`src/include/bpc_regs.svh`:
```
// Constants for the bidirectional port with change detection.
`ifndef BPC_REGS_SVH
`define BPC_REGS_SVH
`define BPC_WIDTH 8
`define BPC_ANALOG_HI 4
`define BPC_CHANGE_LO 4
`define BPC_CHANGE_HI 7
`define BPC_CCP_PIN 3
`define BPC_PULLUP_BIT 7
`define BPC_FLAG_BIT 0
`define BPC_ALL_INPUT 8'hFF
`define BPC_ZERO_BYTE 8'h00
`define BPC_ZERO_NIB 4'h0
`define BPC_ANALOG_MASK 8'h1F
`define BPC_SETTLE_CYCLES 2'h1
`endif

```
`src/include/bpc_pkg.sv`:
```
// Types for the bidirectional port with change detection.
package bpc_pkg;
	typedef enum logic [1:0] {
		bpc_idle,
		bpc_settle,
		bpc_armed
	} bpc_match_state_type;
endpackage : bpc_pkg

```
`src/design/bpc_change_bit.sv`:
```
// One change detector cell: captured copy and mismatch of a monitored pin.
`timescale 1ns/1ps
`default_nettype none
module bpc_change_bit (
	// Clock and reset
	input wire logic clock,
	input wire logic rst_n,
	// Pin and control
	input wire logic pin_level,
	input wire logic is_input,
	input wire logic capture,
	// Result
	output logic mismatch
);
	logic copy_reg;
	logic copy_next;

	always_comb begin
		copy_next = copy_reg;
		if (capture) begin
			copy_next = pin_level;
		end
	end

	always_ff @(posedge clock) begin
		if (!rst_n) begin
			copy_reg <= 1'b0;
		end else begin
			copy_reg <= copy_next;
		end
	end

	// Output pins drop out; a pin back at its copy clears itself.
	assign mismatch = is_input && (pin_level != copy_reg);
endmodule : bpc_change_bit
`default_nettype wire

```
`src/design/bpc_port.sv`:
```
// Eight-pin bidirectional port with pull-ups and change detection.
//
// Summary of operation
// - A direction bit of 1 makes the pin an input, 0 drives the latch out.
// - The output latch is readable itself, so read-modify-write uses it.
// - Clearing the shared pull-up control bit turns on the weak pull-ups of all input pins.
// - A pin configured as an output never has its pull-up on.
// - Power-on reset leaves every pull-up disabled.
// - After reset pins 4..0 are analog and read zero, pins 7..5 digital.
// - With the analog default strap cleared, pins 4..0 start digital.
// - Only input pins among 7..4 take part in change detection.
// - Input pins are compared with copies from the last port read or write, ORed to a flag.
// - The change event can wake the device from Sleep or Idle.
// - While a mismatch lasts the flag keeps being set.
// - A port access ends the mismatch one cycle later; the excluded move does not.
// - A pin returning to its copied level clears its own mismatch.
// - With the compare pin select strap at 0 and pin 3 an output, pin 3 carries the compare unit.
`timescale 1ns/1ps
`default_nettype none
`include "bpc_regs.svh"
module bpc_port
	import bpc_pkg::*;
#(
	parameter int WIDTH = `BPC_WIDTH
) (
	// Clock and reset
	input wire logic clock,
	input wire logic rst_n,
	// Configuration straps
	input wire logic analog_default_cfg,
	input wire logic compare_pin_select_cfg,
	// Software access to the port
	input wire logic port_read,
	input wire logic port_write,
	input wire logic port_access_excluded,
	input wire logic latch_read,
	input wire logic latch_write,
	input wire logic dir_write,
	input wire logic [7:0] write_data,
	input wire logic analog_select_write,
	input wire logic [7:0] analog_select_data,
	input wire logic pullup_disable_n_write,
	input wire logic pullup_disable_n_data,
	input wire logic flag_clear,
	// Alternate function from the second compare unit
	input wire logic capture_compare_second,
	// Pins
	input wire logic [7:0] pin_in,
	output logic [7:0] pin_out,
	output logic [7:0] pin_oe,
	output logic [7:0] pullup_on,
	// Status toward software
	output logic [7:0] read_data,
	output logic [7:0] direction_reg,
	output logic port_change_flag,
	output logic pullup_disable_n,
	output logic wake_request,
	output logic port_pin_three
);
	logic [7:0] latch_reg;
	logic [7:0] latch_next;
	logic [7:0] dir_reg;
	logic [7:0] dir_next;
	logic [7:0] analog_reg;
	logic [7:0] analog_next;
	logic pu_dis_reg;
	logic pu_dis_next;
	logic ccp_sel_reg;
	logic ccp_sel_next;
	logic flag_reg;
	logic flag_next;
	logic [7:0] rdata_reg;
	logic [7:0] rdata_next;
	logic [7:0] out_reg;
	logic [7:0] out_next;
	logic [7:0] oe_reg;
	logic [7:0] oe_next;
	logic [7:0] pu_reg;
	logic [7:0] pu_next;
	logic wake_reg;
	logic wake_next;
	logic alt_reg;
	logic alt_next;
	logic started_reg;
	logic started_next;
	logic [1:0] settle_reg;
	logic [1:0] settle_next;
	bpc_match_state_type state_reg;
	bpc_match_state_type state_next;
	logic [3:0] mism;
	logic [7:0] digital_pins;
	logic access;
	logic any_mism;

	////////////////////////////////////////////////////////////////////////
	// Change detector cells on the upper four pins.

	genvar g;
	generate
		for (g = `BPC_CHANGE_LO; g <= `BPC_CHANGE_HI; g++) begin : g_cell
			bpc_change_bit u_cell (
				.clock(clock),
				.rst_n(rst_n),
				.pin_level(pin_in[g]),
				.is_input(dir_reg[g] && !analog_reg[g]),
				.capture(access),
				.mismatch(mism[g - `BPC_CHANGE_LO])
			);
		end
	endgenerate

	// The excluded move instruction is not an access that ends a mismatch.
	assign access = (port_read || port_write) && !port_access_excluded;
	assign any_mism = |mism;
	assign digital_pins = pin_in & ~analog_reg;

	////////////////////////////////////////////////////////////////////////
	// Next state of the port.

	always_comb begin
		latch_next = latch_reg;
		dir_next = dir_reg;
		analog_next = analog_reg;
		pu_dis_next = pu_dis_reg;
		ccp_sel_next = ccp_sel_reg;
		rdata_next = rdata_reg;
		started_next = 1'b1;
		// Straps are sampled on the first clock after reset release.
		if (!started_reg) begin
			analog_next = analog_default_cfg ? `BPC_ANALOG_MASK
				: `BPC_ZERO_BYTE;
			ccp_sel_next = compare_pin_select_cfg;
		end else if (analog_select_write) begin
			analog_next = analog_select_data;
		end
		if (port_write || latch_write) begin
			latch_next = write_data;
		end
		if (dir_write) begin
			dir_next = write_data;
		end
		if (pullup_disable_n_write) begin
			pu_dis_next = pullup_disable_n_data;
		end
		if (port_read) begin
			rdata_next = digital_pins;
		end else if (latch_read) begin
			rdata_next = latch_reg;
		end
		out_next = latch_reg;
		oe_next = ~dir_reg;
		pu_next = pu_dis_reg ? `BPC_ZERO_BYTE : dir_reg;
		alt_next = !ccp_sel_reg && capture_compare_second;
		if (!ccp_sel_reg && !dir_reg[`BPC_CCP_PIN]) begin
			out_next[`BPC_CCP_PIN] = capture_compare_second;
		end
	end

	////////////////////////////////////////////////////////////////////////
	// Access sequencing: an access passes through the settle and armed states, which
	// do not gate the flag; software may clear it once the mismatch is gone.

	always_comb begin
		state_next = state_reg;
		settle_next = settle_reg;
		flag_next = flag_reg;
		case (state_reg)
			bpc_idle: begin
				if (access) begin
					state_next = bpc_settle;
					settle_next = `BPC_SETTLE_CYCLES;
				end
			end
			bpc_settle: begin
				if (settle_reg != 2'h0) begin
					settle_next = settle_reg - 2'h1;
				end else begin
					state_next = bpc_armed;
				end
			end
			bpc_armed: begin
				state_next = access ? bpc_settle : bpc_idle;
				settle_next = `BPC_SETTLE_CYCLES;
			end
			default: begin
				state_next = bpc_idle;
			end
		endcase
		if (flag_clear) begin
			flag_next = 1'b0;
		end
		// Set wins over a simultaneous clear while the mismatch stands.
		if (any_mism) begin
			flag_next = 1'b1;
		end
		wake_next = any_mism;
	end

	////////////////////////////////////////////////////////////////////////
	// Registers.

	always_ff @(posedge clock) begin
		if (!rst_n) begin
			latch_reg <= `BPC_ZERO_BYTE;
			dir_reg <= `BPC_ALL_INPUT;
			analog_reg <= `BPC_ANALOG_MASK;
			pu_dis_reg <= 1'b1;
			ccp_sel_reg <= 1'b1;
			flag_reg <= 1'b0;
			rdata_reg <= `BPC_ZERO_BYTE;
			out_reg <= `BPC_ZERO_BYTE;
			oe_reg <= `BPC_ZERO_BYTE;
			pu_reg <= `BPC_ZERO_BYTE;
			wake_reg <= 1'b0;
			alt_reg <= 1'b0;
			started_reg <= 1'b0;
			settle_reg <= 2'h0;
			state_reg <= bpc_idle;
		end else begin
			latch_reg <= latch_next;
			dir_reg <= dir_next;
			analog_reg <= analog_next;
			pu_dis_reg <= pu_dis_next;
			ccp_sel_reg <= ccp_sel_next;
			flag_reg <= flag_next;
			rdata_reg <= rdata_next;
			out_reg <= out_next;
			oe_reg <= oe_next;
			pu_reg <= pu_next;
			wake_reg <= wake_next;
			alt_reg <= alt_next;
			started_reg <= started_next;
			settle_reg <= settle_next;
			state_reg <= state_next;
		end
	end

	assign pin_out = out_reg;
	assign pin_oe = oe_reg;
	assign pullup_on = pu_reg;
	assign read_data = rdata_reg;
	assign direction_reg = dir_reg;
	assign port_change_flag = flag_reg;
	assign pullup_disable_n = pu_dis_reg;
	assign wake_request = wake_reg;
	assign port_pin_three = alt_reg;
endmodule : bpc_port
`default_nettype wire

```
`config.mk`:
```
export PLATFORM = sky130hd
export DESIGN_NAME = bpc_port
export DESIGN_NICKNAME = d
export VERILOG_FILES = /design/src/include/bpc_pkg.sv /design/src/design/bpc_change_bit.sv /design/src/design/bpc_port.sv
export VERILOG_INCLUDE_DIRS = /design/src /design/src/include
export SDC_FILE = /design/constraint.sdc
export NUM_CORES = 1
export LEC_CHECK = 0
export BUFFER_PORTS_ARGS = -buffer_cell sky130_fd_sc_hd__buf_4
export CAP_MARGIN = 10
export CORE_ASPECT_RATIO = 0.7
export CORE_MARGIN = 2
export CORE_UTILIZATION = 52
export DETAILED_ROUTE_END_ITERATION = 7
export PLACE_DENSITY_LB_ADDON = 0.12
export SYNTH_ARGS = -nofsm -noshare
export SYNTH_HDL_FRONTEND = slang
export SYNTH_HIERARCHICAL = 1
export SYNTH_SLANG_ARGS = --single-unit
```
`constraint.sdc`:
```
create_clock -name clock -period 2.9 [get_ports clock]
set_input_delay 0.145 -clock clock [delete_from_list [all_inputs] [get_ports clock]]
set_output_delay 0.145 -clock clock [all_outputs]
set_load 0.01 [all_outputs]
```
* After elaboration in Yosys (flattened, before gate mapping) *
Index checks and enable logic that the tools add are counted.

word-level totals
  bits in registers = 66
  input bits = 39
  output and inout bits = 44
  word-level logic and storage cells = 59

cells by class
  equality and inequality tests = 5
  mux-type cells = 9
  bitwise gates (word level) = 4
  reductions and logical operators = 24

operators by type and width
  cell                                          count
  8-bit 2-to-1 mux                              4
  8-bit inverter                                2
  1-bit logical AND                             11
  8-bit AND                                     1
  1-bit zero test                               7
  5-bit 2-to-1 mux                              1
  1-bit 2-to-1 mux                              4
  1-bit inequality test                         4
  2-bit nonzero test                            2
  4-bit OR reduction                            1
  1-bit logical OR                              2
  2-bit inequality test, second input constant  1
  2-bit OR reduction                            1
  1-bit inverter                                1

* Logic depth before layout (Yosys ltp) *
  depth after elaboration = 5
  gate-level depth with buffers = 6
  mapped depth without buffers = 4

* Hierarchy *
Netlist, hierarchy kept.

by module, submodules not included
  module          instances  cells an instance  area an instance (sq um)  seq. area each (sq um)
  bpc_port        1          208                2174.6                    1241.2
  bpc_change_bit  4          5                  51.3                      20.0

* Least setup slack after synthesis *
Ideal clock, no wire load.

  kind = reg-to-reg
  start = register dir_reg[5], in the netlist direction_reg[5]
  end = register flag_reg, in the netlist port_change_flag
  library setup time = 0.116 ns
  arrival time = 1.178 ns
  data required time = 2.784 ns
  setup slack = 1.606 ns
  cell stages (with the launch flop) = 5
  path buffers = 0
  cell sequence = dfxtp_1 > nor2b_1 > and2_1 > o41a_1 > a31o_1

between the ends
  longest elaborated chain between the ends = 4

ends and longest elaborated chain
  what                                                           RTL line              text
  start: declaration                                             bpc_port.sv:62        logic [7:0] dir_reg;
  start signal: assignment                                       bpc_port.sv:205       dir_reg <= `BPC_ALL_INPUT;
  start signal: assignment                                       bpc_port.sv:221       dir_reg <= dir_next;
  1-bit logical AND (*)                                          bpc_port.sv:105       .is_input(dir_reg[g] && !analog_reg[g]),
  1-bit logical AND (*)                                          bpc_change_bit.sv:34  assign mismatch = is_input && (pin_level != copy_reg);
  named net mism[1]                                              bpc_port.sv:90        logic [3:0] mism;
  4-bit OR reduction (*)                                         bpc_port.sv:114       assign any_mism = |mism;
  1-bit 2-to-1 mux / 2-bit nonzero test (equally long branches)  --
  end signal: assignment                                         bpc_port.sv:225       flag_reg <= flag_next;
  end: declaration                                               bpc_port.sv:70        logic flag_reg;

Mark *: on every way through the listed nets, which the timed path passes. The rest lies on a longest branch.
A chain may end at the register's enable or synchronous reset.

* Final worst setup path *
Ends and elaborated chain as after synthesis.

==> flow_summary_export.csv <==
group,metric,value,unit
synth,synth_fp_nets,267,
synth,synth_xor_xnor_area_share,0.0147,
floorplanning,num_rows,20,
grt,antenna_found_initial,0,
status,status,"finished clean",
floorplanning,die_w,84.9,um
clock_tree,clk_pin_slew_worst_paths,0.07,ns
pwr,power_per_cell_area,655,nW/um^2
hold_path,hold_depth,3,
finish,fin_area,3270,um^2
clock_tree,clockBufferDepth,2,
placement,dpl_cell_area,3010,um^2
timing,fin_setup_tns,0,ns
critical_path,worst_ep_required_time,3.13,ns
floorplanning,initial_utilization,0.543,
synth,ys_seq_elements,66,
detailed_routing,first_pass_iters,4,
placement,port-buffer-count,82,
clock_tree,clock_sinks,66,
synth,synthCells,228,
clock_tree,cts_tree,"yes",
clock_tree,post_cts_buffers,0,
placement,dp_hpwl,3590,um
finish,n_antenna_cell,0,
clock_tree,clk_latency,0.34,ns
critical_path,critPathKind,"register to register",
detailed_routing,vias_per_cell,4.91,
critical_path,crit_slowest_cell,"o41a_1",
floorplanning,fp.dieArea,5140,um^2
critical_path,rr_worst_depth,4,
timing,drv_slew,0,
synth,synth-simple-area-share,0.196,
finish,post-route-util,0.747,
grt,grtUsageTotal,0.211,
floorplanning,dieHeight,60.6,um
grt,grt_max_degree,55,
detailed_routing,drtAntennaViolNets,0,
detailed_routing,drc,0,
timing,period_share,0.478,
timing,relSlewSlack,0.625,
finish,drive_gt1_frac,0.313,
timing,setup_violations,0,
floorplanning,boundaryPins,83,
synth,yosys-mux-area-fraction,0.126,
finish,nets,350,
pwr,leakage,1.49,nW
synth,synth_adder_area_share,0,
clock_tree,cts_made_buffers,9,
detailed_routing,routedWlPerCell,13.9,um
clock_tree,htree_levels,3,
finish,area_growth,37.4,%
critical_path,cp_cell_sequence,"nor2b_1 -> and2_1 -> o41a_1 -> a31o_1",
synth,ys_types,20,
timing,fmax,721,MHz
timing,finalHoldViolations,0,
job,drv_cap,0,
grt,grt_pass1_wl,8030,um
floorplanning,fp.coreArea,4380,um^2
grt,grt_pass1_vias,1611,
critical_path,cpPeakStageDelay,0.44,ns
timing,worst_slew_pin_slew,0.562,ns
finish,fill_cells,321,
detailed_routing,drt-initial-drc-count,133,
synth,synth_top_family_by_area,"simple AND/OR/NAND/NOR gates",
clock_tree,cts_root_buf,"clkbuf_8",
synth,netlist_area,2380,um^2
critical_path,crit_fanout,5,
synth,yosys_warnings,6,
synth,synth_area_per_cell,10.4,um^2
critical_path,cp.arrival,1.62,ns
synth,synth_compound_area_frac,0.0831,
timing,rsz0062_at_grt,"no",
timing,finalCriticalPeriod,1.39,ns
critical_path,worst_setup_path_start_kind,"register",
detailed_routing,wl,5170,um
timing,fin_worst_skew,0.00669,ns
synth,seq_area_frac_synth,0.555,
grt,globalRouteOverflowTotal,0,
placement,globalplace.congestion,0.837,
hold_path,hp-class,"input port to register",
pwr,ir_worst_vdd,0.000653,V
detailed_routing,num_vias,1822,
critical_path,cp-end-kind,"register",
## layout make-up
| cell class | instances | area (um^2) | share of cell area |
|---|---|---|---|
| clock buffer | 10 | 138 | 0.0421 |
| timing repair buffer | 83 | 626 | 0.191 |
| tap | 55 | 68.8 | 0.0210 |
| sequential | 66 | 1320 | 0.404 |
| clock inverter | 6 | 114 | 0.0348 |
| multi-input combinational | 150 | 998 | 0.305 |
| inverter | 1 | 3.75 | 0.00115 |
## worst max-delay path, delay by kind of cell (launching register included)
family	cells	cell delay [ns]
compound gates	2	0.63
simple gates	2	0.27
flops	1	0.36
## synthesized netlist by cell type, drive strengths merged
cell     n  area [um^2]
a21oi    5         25.0
nor2     8         37.5
and2    28          175
nand2   21         78.8
mux2i   30          300
dfxtp   66         1320
xor2     4         35.0
o21ai   17         85.1
buf      8         45.0
clkbuf   3         11.3
a21boi   9         67.6
nor3b    1         7.51
a31o     1         8.76
nand3b   8         60.1
nor2b   17          106
o41a     1         11.3
inv      1         3.75
## routing by layer
layer | share of wire | GRT usage
met1 | 0.47 | 0.277
met2 | 0.44 | 0.316
met3 | 0.077 | 0.0884
met4 | 0.015 | 0.0816
met5 | 0 | 0
## layout by cell type, fill, tap and decap left out
cell type	n
buf_4	82
dfxtp_1	66
mux2i_1	30
and2_1	28
nand2_1	21
nor2b_1	17
o21ai_0	17
clkbuf_8	10
a21boi_0	8
nand3b_1	8
nor2_1	7
a21oi_1	5
xor2_1	4
bufinv_16	3
clkinvlp_4	2
nor2_4	1
a21boi_1	1
nor3b_1	1
inv_1	1
o41a_1	1
a31o_1	1
clkinv_4	1
dlygate4sd3_1	1
## per-stage QoR
stage | power (W) | hold WS, ns | setup slack (ns) | std cells
6_report | 0.00214 | 0.0268 | 1.51 | 371
3_3_place_gp | 0.00122 | 0.356 | 1.57 | 354
5_1_grt | 0.00223 | 0.0236 | 1.44 | 371
4_1_cts | 0.00216 | 0.00944 | 1.52 | 371
3_5_place_dp | 0.00122 | 0.360 | 1.54 | 354
2_1_floorplan | 0.00111 | 0.173 | 1.61 | 228
## worst paths after layout
path                                                     from  slack (ns)                            end
worst max-delay path            direction_reg[5]$_SDFFE_PN1P_        1.51  port_change_flag$_SDFFE_PN0P_
worst min-delay path                            write_data[0]        0.03  direction_reg[0]$_SDFFE_PN1P_
worst max register to register  direction_reg[5]$_SDFFE_PN1P_        1.51  port_change_flag$_SDFFE_PN0P_
worst min register to register  direction_reg[2]$_SDFFE_PN1P_        0.47           pin_oe[2]$_SDFF_PN0_
## power breakdown
group	internal, W	total (W)	switching, W
logic	0.000122	0.000215	0.0000937
clock network	0.000595	0.000941	0.000345
registers	0.000955	0.000987	0.0000322
total	0.00167	0.00214	0.000471
## repair_timing
action                                 CTS  global route
hold buffers                             1             0
endpoints found under the hold margin    1             0
resized for setup                        0             0
## cell families after synthesis
family / after synthesis
compound gates: 33
simple gates: 83
buf+inv: 12
mux: 30
xor+xnor: 4
flops: 66
Note: power is estimated with default switching activity, not from simulation.
